$ cat src/design/trc_pkg.sv
// Notes on behaviour
// - The timer flag (control bit 7) is set on every counter overflow and, in compare mode, on every compare match.
// - A set timer flag with the timer interrupt enable and the global interrupt enable both on raises the interrupt.
// - Hardware never clears the timer flag; software clears it by writing zero.
// - Run bit 2 at 1 lets the counter count; at 0 the counter stops counting, but capture clear and capture-triggered reloads still change it.
// - Control bit 0 picks the mode: 0 is auto-reload, 1 is compare.
// - Reload enable (mode bit 7) at 1 allows copying the reload value into the counter; at 0 it blocks every reload.
// - Divider select (mode bits 6:4) divides the timer clock by 1, 4, 16, 32, 64, 128, 256 or 512 for codes 000 to 111.
// - A capture event copies the current 16-bit count into the reload/compare pair.
// - In auto-reload mode with capture clear (bit 3) at 1 the counter goes to 0000H after the capture copy.
// - In compare mode with match clear (bit 2) at 1 the counter goes to 0000H after a compare match.
// - Reload trigger select picks the reload event: 00 overflow, 01 capture 0, 10 capture 1, 11 capture 2.
// - The two reload/compare bytes form one 16-bit value, the compare value or the reload value by mode.
// - The counter is 16 bits and its low and high bytes are separate read/write registers.
package trc_pkg;

  // ==========================================================
  // Register indices (byte address is four times the index)
  localparam logic [7:0] TRC_IDX_CONTROL    = 8'hC8;
  localparam logic [7:0] TRC_IDX_MODE       = 8'hC9;
  localparam logic [7:0] TRC_IDX_RCMP_LOW   = 8'hCA;
  localparam logic [7:0] TRC_IDX_RCMP_HIGH  = 8'hCB;
  localparam logic [7:0] TRC_IDX_COUNT_LOW  = 8'hCC;
  localparam logic [7:0] TRC_IDX_COUNT_HIGH = 8'hCD;
  localparam logic [7:0] TRC_IDX_IRQ_ENABLE = 8'hE0;
  localparam logic [7:0] TRC_IDX_EVT_STATUS = 8'hE1;
  localparam logic [7:0] TRC_IDX_EVT_MASK   = 8'hE2;

  // ==========================================================
  // Field positions
  localparam int TRC_CTRL_FLAG_BIT     = 7;
  localparam int TRC_CTRL_RUN_BIT      = 2;
  localparam int TRC_CTRL_MODE_BIT     = 0;
  localparam int TRC_MODE_RELOAD_BIT   = 7;
  localparam int TRC_MODE_DIV_MSB      = 6;
  localparam int TRC_MODE_DIV_LSB      = 4;
  localparam int TRC_MODE_CAPCLR_BIT   = 3;
  localparam int TRC_MODE_MATCHCLR_BIT = 2;
  localparam int TRC_MODE_TRIG_MSB     = 1;
  localparam int TRC_MODE_TRIG_LSB     = 0;
  localparam int TRC_IRQ_TIMER_BIT     = 0;
  localparam int TRC_IRQ_GLOBAL_BIT    = 1;
  localparam int TRC_IRQ_EN_WIDTH      = 2;

  // ==========================================================
  // Event status bits
  localparam int TRC_EVT_OVERFLOW = 0;
  localparam int TRC_EVT_MATCH    = 1;
  localparam int TRC_EVT_CAPTURE  = 2;
  localparam int TRC_EVT_RELOAD   = 3;
  localparam int TRC_EVT_COUNT    = 4;

  // ==========================================================
  // Widths and reset values
  localparam int          TRC_COUNT_WIDTH  = 16;
  localparam int          TRC_CAP_CHANNELS = 3;
  localparam int          TRC_DIV_SEL_BITS = 3;
  localparam logic [7:0]  TRC_BYTE_RESET   = 8'h00;
  localparam logic [15:0] TRC_COUNT_RESET  = 16'h0000;
  localparam logic [15:0] TRC_COUNT_MAX    = 16'hFFFF;

  // Reload trigger codes
  typedef enum logic [1:0] {
    TRC_TRIG_OVERFLOW = 2'h0,
    TRC_TRIG_CAPTURE0 = 2'h1,
    TRC_TRIG_CAPTURE1 = 2'h2,
    TRC_TRIG_CAPTURE2 = 2'h3
  } trc_trigger_type;

  // Divider code to power-of-two shift: 1,4,16,32,64,128,256,512
  function automatic logic [3:0] trc_div_shift(input logic [2:0] sel);
    case (sel)
      3'h0:    trc_div_shift = 4'h0;
      3'h1:    trc_div_shift = 4'h2;
      3'h2:    trc_div_shift = 4'h4;
      3'h3:    trc_div_shift = 4'h5;
      3'h4:    trc_div_shift = 4'h6;
      3'h5:    trc_div_shift = 4'h7;
      3'h6:    trc_div_shift = 4'h8;
      default: trc_div_shift = 4'h9;
    endcase
  endfunction

  // Prescaler counter width needed for the largest ratio
  localparam int TRC_PRESCALE_MIN_WIDTH = 9;

endpackage

$ cat src/design/trc_prescaler.sv
`timescale 1ns/1ps
// ==========================================================
// Timer clock divider producing a one-cycle tick
module trc_prescaler #(
  parameter int PRESCALE_WIDTH = 9
) (
  // Clock and reset
  input  wire logic                                  ref_clk,
  input  wire logic                                  reset_n,
  // Control
  input  wire logic                                  runEn,
  input  wire logic [trc_pkg::TRC_DIV_SEL_BITS-1:0] divSel,
  // Tick out
  output logic                                       tick
);
  import trc_pkg::*;

  logic [PRESCALE_WIDTH-1:0] divCntQ;
  logic [PRESCALE_WIDTH-1:0] divCntD;
  logic [PRESCALE_WIDTH-1:0] divLimit;

  // Refuse a counter too narrow for the largest ratio
  if (PRESCALE_WIDTH < TRC_PRESCALE_MIN_WIDTH) begin : gWidthCheck
    $error("trc_prescaler: PRESCALE_WIDTH too small");
  end

  assign divLimit = PRESCALE_WIDTH'((1 << trc_div_shift(divSel)) - 1);

  // no ticks while halted; >= covers a ratio cut mid-count
  assign tick    = runEn & (divCntQ >= divLimit);
  assign divCntD = (!runEn || tick) ? '0 : divCntQ + 1'b1;

  // Divider count register
  always_ff @(posedge ref_clk or negedge reset_n) begin
    if (!reset_n) begin
      divCntQ <= '0;
    end else begin
      divCntQ <= divCntD;
    end
  end

endmodule

$ cat src/design/trc_top.sv
// The APB slave port was decided locally.
`timescale 1ns/1ps
// ==========================================================
// 16-bit reload/compare timer with APB register access
module trc_top #(
  parameter int ADDR_WIDTH     = 12,
  parameter int PRESCALE_WIDTH = 9
) (
  // Clock and reset
  input  wire logic                                  ref_clk,
  input  wire logic                                  reset_n,
  // APB slave
  input  wire logic [ADDR_WIDTH-1:0]                 paddr,
  input  wire logic                                  psel,
  input  wire logic                                  penable,
  input  wire logic                                  pwrite,
  input  wire logic [31:0]                           pwdata,
  input  wire logic [3:0]                            pstrb,
  output logic [31:0]                                prdata,
  output logic                                       pready,
  output logic                                       pslverr,
  // Capture event pulses from the capture logic
  input  wire logic [trc_pkg::TRC_CAP_CHANNELS-1:0] capEvent,
  // Interrupt request
  output logic                                       intReq
);
  import trc_pkg::*;

  // ==========================================================
  // Elaboration checks
  if (ADDR_WIDTH < 11) begin : gAddrCheck
    $error("trc_top: ADDR_WIDTH must be at least 11");
  end

  // ==========================================================
  // Declarations
  logic                        flagQ;
  logic                        flagD;
  logic                        runQ;
  logic                        runD;
  logic                        cmpModeQ;
  logic                        cmpModeD;
  logic [7:0]                  modeRegQ;
  logic [7:0]                  modeRegD;
  logic [TRC_COUNT_WIDTH-1:0]  rcmpQ;
  logic [TRC_COUNT_WIDTH-1:0]  rcmpD;
  logic [TRC_COUNT_WIDTH-1:0]  countQ;
  logic [TRC_COUNT_WIDTH-1:0]  countD;
  logic [TRC_IRQ_EN_WIDTH-1:0] irqEnQ;
  logic [TRC_IRQ_EN_WIDTH-1:0] irqEnD;
  logic [TRC_EVT_COUNT-1:0]    evtStatQ;
  logic [TRC_EVT_COUNT-1:0]    evtStatD;
  logic [TRC_EVT_COUNT-1:0]    evtMaskQ;
  logic [TRC_EVT_COUNT-1:0]    evtMaskD;
  logic [TRC_EVT_COUNT-1:0]    evtSet;
  logic [TRC_EVT_COUNT-1:0]    evtClr;
  logic [31:0]                 prdataQ;
  logic [31:0]                 prdataD;
  logic                        intReqQ;
  logic                        intReqD;

  // Bus decode wires
  logic       setupPhase;
  logic       accessPhase;
  logic       wrEn;
  logic       inRange;
  logic       addrHit;
  logic [7:0] regIdx;
  logic [7:0] wByte;
  logic [7:0] readByte;
  logic       wrCtrl;
  logic       wrMode;
  logic       wrRcmpLow;
  logic       wrRcmpHigh;
  logic       wrCountLow;
  logic       wrCountHigh;
  logic       wrIrqEn;
  logic       wrStat;
  logic       wrMask;

  // Timer event wires
  logic            tick;
  logic            autoMode;
  logic            reloadEn;
  logic            capClrEn;
  logic            matchClrEn;
  logic [2:0]      divSel;
  trc_trigger_type trigSel;
  logic            overflowHit;
  logic            matchHit;
  logic            capAny;
  logic            capSelHit;
  logic            reloadHit;
  logic            capClear;
  logic            matchClear;
  logic            zeroCount;
  logic            countWrite;

  // Register index match for both decode and readback
  function automatic logic isMapped(input logic [7:0] idx);
    case (idx)
      TRC_IDX_CONTROL,
      TRC_IDX_MODE,
      TRC_IDX_RCMP_LOW,
      TRC_IDX_RCMP_HIGH,
      TRC_IDX_COUNT_LOW,
      TRC_IDX_COUNT_HIGH,
      TRC_IDX_IRQ_ENABLE,
      TRC_IDX_EVT_STATUS,
      TRC_IDX_EVT_MASK: isMapped = 1'b1;
      default:          isMapped = 1'b0;
    endcase
  endfunction

  // ==========================================================
  // APB decode
  assign setupPhase  = psel & ~penable;
  assign accessPhase = psel & penable;
  assign regIdx      = paddr[9:2];
  assign inRange     = (paddr[ADDR_WIDTH-1:10] == '0);
  assign addrHit     = inRange & isMapped(regIdx);
  assign wrEn        = accessPhase & pwrite & pstrb[0] & inRange;
  assign wByte       = pwdata[7:0];

  // Per-register write strobes
  assign wrCtrl      = wrEn & (regIdx == TRC_IDX_CONTROL);
  assign wrMode      = wrEn & (regIdx == TRC_IDX_MODE);
  assign wrRcmpLow   = wrEn & (regIdx == TRC_IDX_RCMP_LOW);
  assign wrRcmpHigh  = wrEn & (regIdx == TRC_IDX_RCMP_HIGH);
  assign wrCountLow  = wrEn & (regIdx == TRC_IDX_COUNT_LOW);
  assign wrCountHigh = wrEn & (regIdx == TRC_IDX_COUNT_HIGH);
  assign wrIrqEn     = wrEn & (regIdx == TRC_IDX_IRQ_ENABLE);
  assign wrStat      = wrEn & (regIdx == TRC_IDX_EVT_STATUS);
  assign wrMask      = wrEn & (regIdx == TRC_IDX_EVT_MASK);

  // Zero wait states; unmapped access answers with an error
  assign pready  = 1'b1;
  assign pslverr = accessPhase & ~addrHit;
  assign prdata  = prdataQ;

  // ==========================================================
  // Read path
  always_comb begin
    readByte = TRC_BYTE_RESET;
    case (regIdx)
      TRC_IDX_CONTROL: begin
        readByte[TRC_CTRL_FLAG_BIT] = flagQ;
        readByte[TRC_CTRL_RUN_BIT]  = runQ;
        readByte[TRC_CTRL_MODE_BIT] = cmpModeQ;
      end
      TRC_IDX_MODE:       readByte = modeRegQ;
      TRC_IDX_RCMP_LOW:   readByte = rcmpQ[7:0];
      TRC_IDX_RCMP_HIGH:  readByte = rcmpQ[15:8];
      TRC_IDX_COUNT_LOW:  readByte = countQ[7:0];
      TRC_IDX_COUNT_HIGH: readByte = countQ[15:8];
      TRC_IDX_IRQ_ENABLE: readByte = {6'h00, irqEnQ};
      TRC_IDX_EVT_STATUS: readByte = {4'h0, evtStatQ};
      TRC_IDX_EVT_MASK:   readByte = {4'h0, evtMaskQ};
      default:            readByte = TRC_BYTE_RESET;
    endcase
  end

  // Read data is sampled in the setup cycle, held through access
  assign prdataD = setupPhase
                 ? (addrHit ? {24'h000000, readByte} : 32'h00000000)
                 : prdataQ;

  // Read data register
  always_ff @(posedge ref_clk or negedge reset_n) begin
    if (!reset_n) begin
      prdataQ <= 32'h00000000;
    end else begin
      prdataQ <= prdataD;
    end
  end

  // ==========================================================
  // Configuration fields
  assign autoMode   = ~cmpModeQ;
  assign reloadEn   = modeRegQ[TRC_MODE_RELOAD_BIT];
  assign divSel     = modeRegQ[TRC_MODE_DIV_MSB:TRC_MODE_DIV_LSB];
  assign capClrEn   = modeRegQ[TRC_MODE_CAPCLR_BIT];
  assign matchClrEn = modeRegQ[TRC_MODE_MATCHCLR_BIT];
  assign trigSel    = trc_trigger_type'(modeRegQ[TRC_MODE_TRIG_MSB:TRC_MODE_TRIG_LSB]);

  trc_prescaler #(
    .PRESCALE_WIDTH (PRESCALE_WIDTH)
  ) uPrescaler (
    .ref_clk (ref_clk),
    .reset_n (reset_n),
    .runEn   (runQ),
    .divSel  (divSel),
    .tick    (tick)
  );

  // ==========================================================
  // Timer events
  // overflow on the tick that leaves FFFFH
  assign overflowHit = tick & (countQ == TRC_COUNT_MAX);
  // compare match on a tick taken while the counter equals the compare value
  assign matchHit    = tick & cmpModeQ & (countQ == rcmpQ);
  assign capAny      = |capEvent;

  // capture channel chosen by the trigger code
  always_comb begin
    case (trigSel)
      TRC_TRIG_CAPTURE0: capSelHit = capEvent[0];
      TRC_TRIG_CAPTURE1: capSelHit = capEvent[1];
      TRC_TRIG_CAPTURE2: capSelHit = capEvent[2];
      default:           capSelHit = 1'b0;
    endcase
  end

  // reloads only with reload enable, in auto-reload mode
  assign reloadHit = reloadEn & autoMode
                   & ((trigSel == TRC_TRIG_OVERFLOW) ? overflowHit : capSelHit);

  // capture clear only in auto-reload mode
  assign capClear   = capAny & autoMode & capClrEn;
  // match clear only in compare mode
  assign matchClear = matchHit & matchClrEn;
  assign zeroCount  = capClear | matchClear;
  assign countWrite = wrCountLow | wrCountHigh;

  // ==========================================================
  // Counter next value: software write, clear, reload, count
  always_comb begin
    countD = countQ;
    if (countWrite) begin
      // byte writes land on their own half
      if (wrCountLow) begin
        countD[7:0] = wByte;
      end
      if (wrCountHigh) begin
        countD[15:8] = wByte;
      end
    end else if (zeroCount) begin
      countD = TRC_COUNT_RESET;
    end else if (reloadHit) begin
      countD = rcmpQ;
    end else if (tick) begin
      countD = countQ + 16'h0001;
    end
  end

  // Counter register
  always_ff @(posedge ref_clk or negedge reset_n) begin
    if (!reset_n) begin
      countQ <= TRC_COUNT_RESET;
    end else begin
      countQ <= countD;
    end
  end

  // ==========================================================
  // Reload/compare pair
  always_comb begin
    rcmpD = rcmpQ;
    if (capAny) begin
      rcmpD = countQ;
    end else begin
      if (wrRcmpLow) begin
        rcmpD[7:0] = wByte;
      end
      if (wrRcmpHigh) begin
        rcmpD[15:8] = wByte;
      end
    end
  end

  // Reload/compare register
  always_ff @(posedge ref_clk or negedge reset_n) begin
    if (!reset_n) begin
      rcmpQ <= TRC_COUNT_RESET;
    end else begin
      rcmpQ <= rcmpD;
    end
  end

  // ==========================================================
  // Control register
  // hardware set wins over a write
  // only a software write clears the flag
  assign flagD    = (overflowHit | matchHit) ? 1'b1
                  : (wrCtrl ? wByte[TRC_CTRL_FLAG_BIT] : flagQ);
  assign runD     = wrCtrl ? wByte[TRC_CTRL_RUN_BIT] : runQ;
  assign cmpModeD = wrCtrl ? wByte[TRC_CTRL_MODE_BIT] : cmpModeQ;
  assign modeRegD = wrMode ? wByte : modeRegQ;

  // Control and mode registers
  always_ff @(posedge ref_clk or negedge reset_n) begin
    if (!reset_n) begin
      flagQ    <= 1'b0;
      runQ     <= 1'b0;
      cmpModeQ <= 1'b0;
      modeRegQ <= TRC_BYTE_RESET;
    end else begin
      flagQ    <= flagD;
      runQ     <= runD;
      cmpModeQ <= cmpModeD;
      modeRegQ <= modeRegD;
    end
  end

  // ==========================================================
  // Interrupt status, mask and enables
  always_comb begin
    evtSet                   = '0;
    evtSet[TRC_EVT_OVERFLOW] = overflowHit;
    evtSet[TRC_EVT_MATCH]    = matchHit;
    evtSet[TRC_EVT_CAPTURE]  = capAny;
    evtSet[TRC_EVT_RELOAD]   = reloadHit;
  end

  // Write one to clear; a new event in the same cycle stays set
  assign evtClr   = wrStat ? wByte[TRC_EVT_COUNT-1:0] : '0;
  assign evtStatD = evtSet | (evtStatQ & ~evtClr);
  assign evtMaskD = wrMask ? wByte[TRC_EVT_COUNT-1:0] : evtMaskQ;
  assign irqEnD   = wrIrqEn ? wByte[TRC_IRQ_EN_WIDTH-1:0] : irqEnQ;

  // flag with both enables, or any unmasked event, under global enable
  assign intReqD = irqEnQ[TRC_IRQ_GLOBAL_BIT]
                 & ((flagQ & irqEnQ[TRC_IRQ_TIMER_BIT]) | (|(evtStatQ & evtMaskQ)));

  // Interrupt registers
  always_ff @(posedge ref_clk or negedge reset_n) begin
    if (!reset_n) begin
      evtStatQ <= '0;
      evtMaskQ <= '0;
      irqEnQ   <= '0;
      intReqQ  <= 1'b0;
    end else begin
      evtStatQ <= evtStatD;
      evtMaskQ <= evtMaskD;
      irqEnQ   <= irqEnD;
      intReqQ  <= intReqD;
    end
  end

  assign intReq = intReqQ;

endmodule

$ cat config.mk
export PLATFORM = sky130hd
export DESIGN_NAME = trc_top
export DESIGN_NICKNAME = d
export VERILOG_FILES = /design/src/design/trc_pkg.sv /design/src/design/trc_prescaler.sv /design/src/design/trc_top.sv
export SDC_FILE = /design/constraint.sdc
export NUM_CORES = 1
export LEC_CHECK = 0
export BUFFER_PORTS_ARGS = -buffer_cell sky130_fd_sc_hd__buf_2
export CAP_MARGIN = 30
export CORE_MARGIN = 8
export CORE_UTILIZATION = 50
export DETAILED_ROUTE_END_ITERATION = 7
export PLACE_DENSITY = 0.75
export SYNTH_ARGS = -nofsm -noshare
export SYNTH_HDL_FRONTEND = slang
export SYNTH_SLANG_ARGS = --single-unit
$ cat constraint.sdc
create_clock -name ref_clk -period 6.15 [get_ports ref_clk]
set_input_delay 0.9225 -clock ref_clk [delete_from_list [all_inputs] [get_ports ref_clk]]
set_output_delay 0.9225 -clock ref_clk [all_outputs]
set_load 0.02 [all_outputs]
==> results of run 1 <==
how the worst max path moves through the flow:
stage	slack, ps	end	depth (start not counted)
after detailed placement	1430	countQ[1]	18
after global placement	1630	countQ[1]	18
after floorplan	2310	countQ[14]	19
after CTS	1390	countQ[1]	18
final	1310	countQ[1]	18
after global routing	990	countQ[1]	18
state kept, by name, summed over array words and instances, names as in the netlist:
name                cells
flagQ                   1
countQ                 16
prdata                  8
irqEnQ                  2
intReq                  1
rcmpQ                  16
evtMaskQ                4
evtStatQ                4
modeRegQ                8
runQ                    1
uPrescaler.divCntQ      9
cmpModeQ                1
final cells by class:
type                            count  area (µm²)
Clock inverter                      7       96.34
Multi-Input combinational cell    434        2905
Sequential cell                    71        1777
Fill cell                         963        4716
Timing Repair Buffer               42       225.2
Inverter                           21       78.83
Tap cell                          136       170.2
Clock buffer                        9       123.9
through the flow:
step                power [mW]  setup slack [ps]  hold slack (ps)
CTS                     0.9789              1391            488.3
global placement        0.5573              1627            460.6
global route             1.007             990.2            504.9
detailed placement      0.5592              1432            464.3
floorplan               0.5393              2310            457.9
finish                  0.9759              1309            481.3
critical path: cells and delay by family (launching register included):
kind / cells / cell delay (ps)
compound gates: 9 / 2620
buf+inv: 1 / 150
flops: 1 / 490
fa+ha+maj: 3 / 770
simple gates: 5 / 720
cell families (layout without fill, tap and decap cells):
kind of cell,after synthesis,in the layout,share of synthesized area [%]
AO/OA/AOI/OAI,142,142,18.74
XOR/XNOR,39,39,6.713
adder cells (fa/ha/maj),18,18,4.426
buffers and inverters,86,79,9.811
flip-flops,71,71,34.92
multiplexers,37,37,7.622
other,2,25,0.1476
AND/OR/NAND/NOR,173,173,17.63
cells in the final DEF, fill, tap and decap left out, types with 3 or more instances in the layout:
master and instances:
a21oi_1 44, xnor2_1 27, conb_1 25, buf_4 6, nand2_1 47, nand4_1 12, o211ai_1 30, and3_1 13
mux2i_1 23, mux2_2 14, clkbuf_8 9, nor3_1 3, o21ai_0 12, o31ai_1 3, or2_2 3, nor2b_1 6
nor2_1 45, a222oi_1 5, or3_1 4, o21a_1 3, inv_1 21, nand3_1 13, dfrtp_1 71, and4_1 4
a22oi_1 9, xor2_1 12, a221oi_1 4, and2_1 3, ha_1 18, a21o_1 4, nand2b_1 7, a31oi_1 9
buf_2 36
synthesized netlist by cell type (all sizes together) (5+ instances only):
master / count / share of area (%)
mux2: 14 / 3.1
a22oi: 9 / 1.3
ha: 18 / 4.4
nand2: 47 / 3.5
a21oi: 44 / 4.3
mux2i: 23 / 4.5
nor3: 5 / 0.81
and3: 13 / 1.6
nand2b: 7 / 0.86
or3: 5 / 0.71
a222oi: 5 / 0.98
nand4: 12 / 1.5
inv: 21 / 1.5
buf: 51 / 7.2
nand3: 13 / 1.3
a31oi: 10 / 1.4
clkbuf: 14 / 1.0
xnor2: 27 / 4.6
o21ai: 14 / 1.4
nor2b: 6 / 0.74
xor2: 12 / 2.1
o211ai: 30 / 4.4
nor2: 45 / 3.3
dfrtp: 71 / 35
where the power goes:
| group | switching, mW | internal, mW |
|---|---|---|
| sequential | 0.00698 | 0.471 |
| combinational | 0.0531 | 0.0203 |
| clock | 0.195 | 0.230 |
| total | 0.255 | 0.721 |
per-layer routing:
metal | up-vias | global-route usage, % | part of all wire (%)
met5 | - | 0 | 0
met4 | 0 | 10.75 | 3.0
met3 | 49 | 5.541 | 10
met2 | 286 | 35.43 | 48
met1 | 2086 | 25.68 | 39
li1 | 2001 | - | -
==> results.yml, run 1 <==
timing:
  tightest_slew_ps: 1028
  timing.final.crit_share_pct: 78.72
  rsz0062_at_grt: "no"
  slew_violations: 0
  slew_headroom_pct: 30.50
  setup_violations: 0
  min_period_ps: 4841
  fin_tns_setup_ps: 0
  fin_skew_ps: 16.66
  fmax_ghz: 0.2065
  final_hold_viol_count: 0
drt:
  num_vias: 4422
  ant_nets: 0
  drt_iter0_markers: 432
  vias_per_cell: 6.142
  drt_wl_total_mm: 13.91
  wl_per_cell_um: 19.32
  first_pass_iters: 7
  drc: 0
worst_hold_path:
  hold_depth: 1
  worstHoldPathType: "register to register"
  min_from: "prdata[1]"
  min_to: "prdata[1]"
run_status:
  status: "finished, final reports clean"
clock_network:
  clk_pin_slew_ps: 80
  ctsHoldBuffers: 0
  numClockSinks: 71
  clk-insertion-delay-late_ps: 370
  cts_tree: "built"
  ctsResizeCount: 0
  htree_levels: 3
  root_buffer: "clkbuf_8"
  clockBufferDepth: 2
  cts_made_buffers: 9
  cts_setup_buffers: 0
setup_path:
  ff2ff_path_depth: 18
  critPathKind: "register to register"
  critical_path_arrival_ps: 5110
  regToRegStartpoint: "modeRegQ[5]"
  cp-start-kind: "register"
  worstPathRequired_ps: 6420
  startpoint: "modeRegQ[5]"
  crit_chain: "inv_1 > ha_1 > a21oi_1 > nor2_1 > a21oi_1 > nand3_1 > ha_1 > nor2b_1 > or2_2 > o21ai_0 > a22oi_1 > ha_1 > nand4_1 > a31oi_1 > o211a_2 > o21a_1 > o211ai_1 > o221ai_1"
  regToRegSetupSlack_ps: 1310
  critPathMostFrequentCell: "ha_1"
  crit_path_top_delay_cell: "o21a_1"
  crit_path_max_fanout: 18
  end_kind: "register"
  r2r-end: "countQ[1]"
  slowest_delay_ps: 700
floorplan:
  dieWidth_um: 116.9
  die_h_um: 116.9
  boundaryPins: 91
  core_mm2: 0.01009
  dieArea_mm2: 0.01366
  start_util_pct: 50.42
  placementRows: 37
cells_and_area:
  nets: 653
  drive_above_1_share_pct: 14.73
  fin_area_mm2: 0.005376
  insertedDiodeCount: 0
  instances_no_fill: 720
  syn_to_final_growth_pct: 5.655
  post-route-util_pct: 53.27
pwr:
  p_leak_nw: 2.382
  power_density_mw_per_mm2: 181.5
  vdd_drop_max_mv: 0.1192
yosys:
  async_flop_share_pct: 100.0
  ys_ff_latch: 71
  ys_warn_count: 0
  synth_cell_types: 60
  syn_avg_cell_area_um2: 8.959
  synth_cells: 568
  netlist_area_mm2: 0.005089
  yosysSeqAreaShare_pct: 34.92
  synthFlopType: "dfrtp_1"
  synth_edf_count: 0
grt:
  antenna_found_initial: 0
  grt_start_max_net_pins: 72
  grt_pass1_vias: 4530
  grt-ovfl-total: 0
  grtUsageTotal_pct: 21.55
  grt_pass1_wl_mm: 22.72
place:
  placed_cells: 704
  postPlaceCellArea_mm2: 0.005156
  hpwl_mm: 10.03
  port_buffers: 36
  gp_congestion: 0.9603
run:
  maxCapViolations: 0
Power figures use the tool's default switching activity.
==> inputs of run 2 (changes only) <==
Settings changed: ABC_AREA set to 1, PLACE_DENSITY 0.75 to 0.77.
Clock period 6.15 ns to 4.1 ns, I/O delays scaled along.
==> run 2 against run 1 <==
Compared with the run above: count of clock-buffer cells in the layout grew 3; sequential power is 54% higher; hold slack got worse by 220 ps; highest routed layer unchanged; critical path depth is 3 higher; synthesized area up 2.2%; register-to-register slack worse by 1000 ps; flip-flop and latch count unchanged; routed wire length rose by 11%; clock power grew 59%.
==> results.yml, run 2 <==
run_status:
  status: "finished, final reports clean"
timing:
  rsz0062_at_grt: "no"
  tightest_slew_ps: 790.7
  final_hold_viol_count: 0
  setup_violations: 0
  fin_skew_ps: 10.38
  slew_headroom_pct: 47.09
  min_period_ps: 3796
  timing.final.crit_share_pct: 92.59
  fin_tns_setup_ps: 0
  fmax_ghz: 0.2634
  slew_violations: 0
cells_and_area:
  top_regs: "countQ x16, rcmpQ x16, uPrescaler.divCntQ x9"
  instances_no_fill: 903
  syn_to_final_growth_pct: 7.504
  layout_common_cells: "184 x nand2_1, 99 x nor2_1, 79 x inv_1"
  num-fill-cells: 1017
  multi_input_area_mm2: 0.002864
  nets: 836
  fin_area_mm2: 0.005593
  drive_above_1_share_pct: 11.34
  regArea_mm2: 0.001778
  insertedDiodeCount: 0
  mostFrequentLayoutCell: "nand2_1"
yosys:
  synthSimpleGateAreaFrac_pct: 32.25
  synthFlopType: "dfrtp_1"
  ys_warn_count: 0
  synth_cell_types: 48
  synth_top_cell_area_share_pct: 34.15
  yosys-top-cells-count: "184 x nand2_1, 99 x nor2_1, 79 x inv_1"
  synth_top_cell_by_area: "dfrtp_1"
  synth_top_family_by_area: "simple AND/OR/NAND/NOR gates"
  synth_xor_area_share_pct: 4.040
  async_flop_share_pct: 100.0
  synthTopCellsByArea: "dfrtp_1 34%, nand2_1 13%, nor2_1 7.1%"
  synthAdderAreaFrac_pct: 4.329
  yosysSeqAreaShare_pct: 34.15
  synthMuxAreaShare_pct: 0.1924
  synth_edf_count: 0
  yosysMostFrequentCell: "nand2_1"
  netlist_area_mm2: 0.005202
  ys_ff_latch: 71
  synth_cells: 732
  syn_avg_cell_area_um2: 7.107
  synth_compound_area_share_pct: 12.43
pwr:
  power.total_mw: 1.562
  power_density_mw_per_mm2: 279.3
  p_leak_nw: 2.861
  vdd_drop_max_mv: 0.1623
setup_path:
  critical_path_arrival_ps: 4050
  path_delay_family: "simple AND/OR/NAND/NOR gates"
  crit_buf_inv: 2
  critPathKind: "register to register"
  crit_chain: "inv_1 > o31ai_1 > o31ai_1 > nor2_1 > nand2_1 > ha_1 > nand2_1 > xnor2_1 > ha_1 > nand2_1 > nor2_1 > nand3_1 > nand4_1 > nand4_1 > nand2_1 > buf_4 > nand3_1 > nand2_1 > nor2_1 > nor2_1 > nor2_1"
  slowest_delay_ps: 500
  worstPathRequired_ps: 4360
  crit_path_top_delay_cell: "dfrtp_1"
  crit_path_max_fanout: 28
  end_kind: "register"
  cp-start-kind: "register"
run:
  maxCapViolations: 0
floorplan:
  placementRows: 37
  boundaryPins: 91
  start_util_pct: 50.85
  dieWidth_um: 118.0
  die_h_um: 118.0
  dieArea_mm2: 0.01393
  core_mm2: 0.01023
worst_hold_path:
  worstHoldPathType: "primary input to async pin"
clock_network:
  numClockSinks: 71
  htree_levels: 3
  ctsHoldBuffers: 0
  cts_setup_buffers: 0
  root_buffer: "clkbuf_8"
  cts_made_buffers: 9
  clockBufferDepth: 2
  cts_tree: "built"
  clk-insertion-delay-late_ps: 370
  clk_pin_slew_ps: 80
place:
  gp_congestion: 0.9360
  hpwl_mm: 11.54
  placed_cells: 887
  port_buffers: 36
  postPlaceCellArea_mm2: 0.005350
drt:
  wl_per_cell_um: 17.11
  drt_wl_total_mm: 15.45
  first_pass_iters: 6
  vias_per_cell: 5.532
  ant_nets: 0
  drc: 0
  num_vias: 4995
  drt_iter0_markers: 504
grt:
  grt-ovfl-total: 0
  grtUsageTotal_pct: 22.26
  grt_start_max_net_pins: 46
  grt_pass1_vias: 4863
  grt_pass1_wl_mm: 25.15
  antenna_found_initial: 0
## run 2: final cells by class
| class | instances | share of cell area [%] |
|---|---|---|
| clock buffers | 12 | 2.953 |
| multi-input cells | 553 | 51.21 |
| repair buffers | 40 | 3.758 |
| inverters | 87 | 5.884 |
| clock inverters | 4 | 1.365 |
| well taps | 136 | 3.043 |
| flip-flops and latches | 71 | 31.79 |
## run 2: path summary, 6_finish.rpt
| path | depth (start not counted) | end | slack [ps] | start |
|---|---|---|---|---|
| worst max register to register | 21 | countQ[13] | 300 | modeRegQ[6] |
| worst max-delay path | 21 | countQ[13] | 300 | modeRegQ[6] |
| worst min register to register | 2 | prdata[4] | 480 | prdata[4] |
| max in group asynchronous | 2 | modeRegQ[5] | 2770 | reset_n |
| min in group ref_clk | 2 | prdata[4] | 480 | prdata[4] |
| worst min-delay path | 1 | evtStatQ[1] | 260 | reset_n |
## run 2: per-layer routing
metal | up-vias | global-route usage (%) | part of all wire, %
met5 | - | 0 | 0
met4 | 0 | 8.727 | 3.2
met3 | 43 | 4.700 | 8.0
met2 | 235 | 35.98 | 46
met1 | 2342 | 28.47 | 43
li1 | 2375 | - | -
## run 2: cell families (layout without fill, tap and decap cells)
group | Yosys count | after routing
and+or+nand+nor | 383 | 383
buffers and inverters | 131 | 143
AOI/OAI and AO/OA | 102 | 102
DFF | 71 | 71
xor gates and xnor gates | 24 | 24
adders and majority gates | 18 | 18
other | 2 | 25
muxes | 1 | 1
## run 2: worst register-to-register path: stages, from the launching register on
cell	delay, ps
dfrtp_1	500
inv_1	160
o31ai_1	320
o31ai_1	230
nor2_1	190
nand2_1	100
ha_1	200
nand2_1	80
xnor2_1	70
ha_1	290
nand2_1	70
nor2_1	200
nand3_1	100
nand4_1	180
nand4_1	100
nand2_1	120
buf_4	310
nand3_1	200
nand2_1	110
nor2_1	40
nor2_1	80
nor2_1	40
## run 2: power breakdown
| part | switching (mW) | internal, mW |
|---|---|---|
| logic | 0.108 | 0.0418 |
| clock network | 0.281 | 0.393 |
| registers | 0.0242 | 0.714 |
## run 2: timing repair
action | in CTS | in global routing
gates resized for setup | 0 | 1
endpoints found under the setup margin | 0 | 6
hold endpoints to repair | 0 | 0
## run 2: stage by stage
stage                     worst slack (ps)  util, %  hold WS, ps
final                                304.0    54.67        262.9
after global routing                 35.41    54.67        309.1
after CTS                            326.7    54.65        280.1
after detailed placement             407.9    52.29        464.0
after global placement               558.4    52.29        456.9
after floorplan                       1077        -        319.4
==> inputs of run 3 (changes only) <==
Settings changed: CORE_ASPECT_RATIO set to 0.9, CTS_BUF_LIST set to sky130_fd_sc_hd__clkbuf_8 sky130_fd_sc_hd__clkbuf_16.
==> run 3 against run 2 <==
Compared with the run above: sequential share of layout area decreased by 0.69 points; total power grew 7.3%; core utilization rose by 1.4 points; first-iteration DRC count rose by 28%; flip-flop and latch count is the same; die area barely moved; global-route usage increased by 0.80 points; critical path depth unchanged; count of clock-buffer cells in the layout decreased by 2; maximum frequency increased by 2.3%; largest power group is now clock.
==> results.yml, run 3 (synthesis results as in run 2) <==
timing:
  tightest_slew_ps: 592.2
  slew_violations: 0
  final_hold_viol_count: 0
  setup_violations: 0
  fin_tns_setup_ps: 0
  timing.final.crit_share_pct: 90.46
  min_period_ps: 3709
  hold_ws_ps: 268.2
  rsz0062_at_grt: "no"
  fin_skew_ps: 5.737
  fmax_ghz: 0.2696
  slew_headroom_pct: 60.48
cells_and_area:
  top_regs: "countQ x16, rcmpQ x16, uPrescaler.divCntQ x9"
  drive_above_1_share_pct: 12.00
  layout_common_cells: "184 x nand2_1, 99 x nor2_1, 82 x inv_1"
  fin_area_mm2: 0.005722
  insertedDiodeCount: 0
  num-fill-cells: 972
  regArea_mm2: 0.001779
  post-route-util_pct: 56.08
  syn_to_final_growth_pct: 9.981
  mostFrequentLayoutCell: "nand2_1"
  multi_input_area_mm2: 0.002864
  nets: 844
setup_path:
  regToRegStartpoint: "modeRegQ[5]"
  critPathKind: "register to register"
  critPathMostFrequentCell: "nand2_1"
  slowest_delay_ps: 440
  crit_buf_inv: 2
  crit_end: "countQ[2]"
  crit_chain: "inv_1 > o31ai_1 > o31ai_1 > nor2_1 > nand2_1 > ha_1 > nand2_1 > xnor2_1 > ha_1 > nand2_1 > nand2_1 > a21oi_1 > nand4_1 > nand4_1 > nand2_1 > nand2_2 > nand2_4 > nand2_4 > clkinv_2 > nor2_1 > nor2_1"
  ff2ff_path_depth: 21
  r2r-end: "countQ[2]"
  path_delay_family: "simple AND/OR/NAND/NOR gates"
  crit_path_top_delay_cell: "dfrtp_2"
  critical_path_arrival_ps: 3940
  crit_path_max_fanout: 14
  cp-start-kind: "register"
  worstPathRequired_ps: 4330
  end_kind: "register"
  worst-path-stages: 21
  startpoint: "modeRegQ[5]"
  regToRegSetupSlack_ps: 390
clock_network:
  root_buffer: "clkbuf_16"
  htree_levels: 3
  clockBufferDepth: 2
  cts_made_buffers: 9
  clk_pin_slew_ps: 60
  numClockSinks: 71
  clk-insertion-delay-late_ps: 340
  cts_tree: "built"
drt:
  wl_per_cell_um: 17.39
  drc: 0
  ant_nets: 0
  num_vias: 5149
  first_pass_iters: 5
  vias_per_cell: 5.696
  drt_wl_total_mm: 15.72
  drt_iter0_markers: 643
floorplan:
  boundaryPins: 91
  core_mm2: 0.01020
  placementRows: 35
  die_h_um: 112.8
  dieWidth_um: 123.5
  start_util_pct: 50.99
  dieArea_mm2: 0.01393
run_status:
  status: "finished, final reports clean"
pwr:
  vdd_drop_max_mv: 0.2663
  power_density_mw_per_mm2: 292.9
  power.total_mw: 1.676
  p_leak_nw: 2.942
grt:
  grtUsageTotal_pct: 23.07
  antenna_found_initial: 0
  grt_start_max_net_pins: 30
  grt_pass1_vias: 4793
  grt_pass1_wl_mm: 25.03
  grt-ovfl-total: 0
worst_hold_path:
  worstHoldPathType: "primary input to async pin"
run:
  maxCapViolations: 0
place:
  postPlaceCellArea_mm2: 0.005391
  gp_congestion: 1.018
  port_buffers: 36
  hpwl_mm: 11.86
-- run 3: power breakdown --
part / internal, mW / switching (mW)
Sequential: 0.715 / 0.0231
Combinational: 0.0455 / 0.112
Clock: 0.480 / 0.301
-- run 3: cell type report --
class                      count  share of cell area [%]
sequential                    71                   31.10
tap                          129                   2.821
inverter                      87                   5.751
timing repair buffer          48                   5.161
clock inverter                 6                  0.9403
multi-input combinational    553                   50.05
clock buffer                  10                   4.177
-- run 3: how the worst min path moves through the flow --
| stage | from | to | slack, ps | depth (start not counted) |
|---|---|---|---|---|
| after floorplan | reset_n | cmpModeQ | 320 | 0 |
| after global placement | prdata[2] | prdata[2] | 460 | 2 |
| after detailed placement | rcmpQ[9] | rcmpQ[9] | 470 | 2 |
| after CTS | reset_n | countQ[13] | 270 | 1 |
| after global routing | reset_n | countQ[5] | 300 | 1 |
| final | reset_n | countQ[5] | 270 | 1 |
-- run 3: stage by stage --
stage / setup WS, ps / cells
after floorplan: 1077 / 755
after CTS: 335.9 / 901
after global placement: 471.5 / 884
after global routing: 62.92 / 904
final: 391.0 / 904
after detailed placement: 357.4 / 885
-- run 3: repair_timing --
| item | 4_1_cts | 5_1_grt |
|---|---|---|
| hold buffers | 0 | 0 |
| endpoints found under the setup margin | 0 | 6 |
| setup buffers | 0 | 3 |
| gates resized for setup | 0 | 2 |
| endpoints found under the hold margin | 0 | 0 |
-- run 3: routing by layer --
layer	global-route usage (%)	part of all wire, %	vias to the layer above
li1	-	-	2404
met2	34.58	44	303
met1	31.97	43	2418
met3	5.874	12	24
met5	0	0	-
met4	6.576	1.3	0
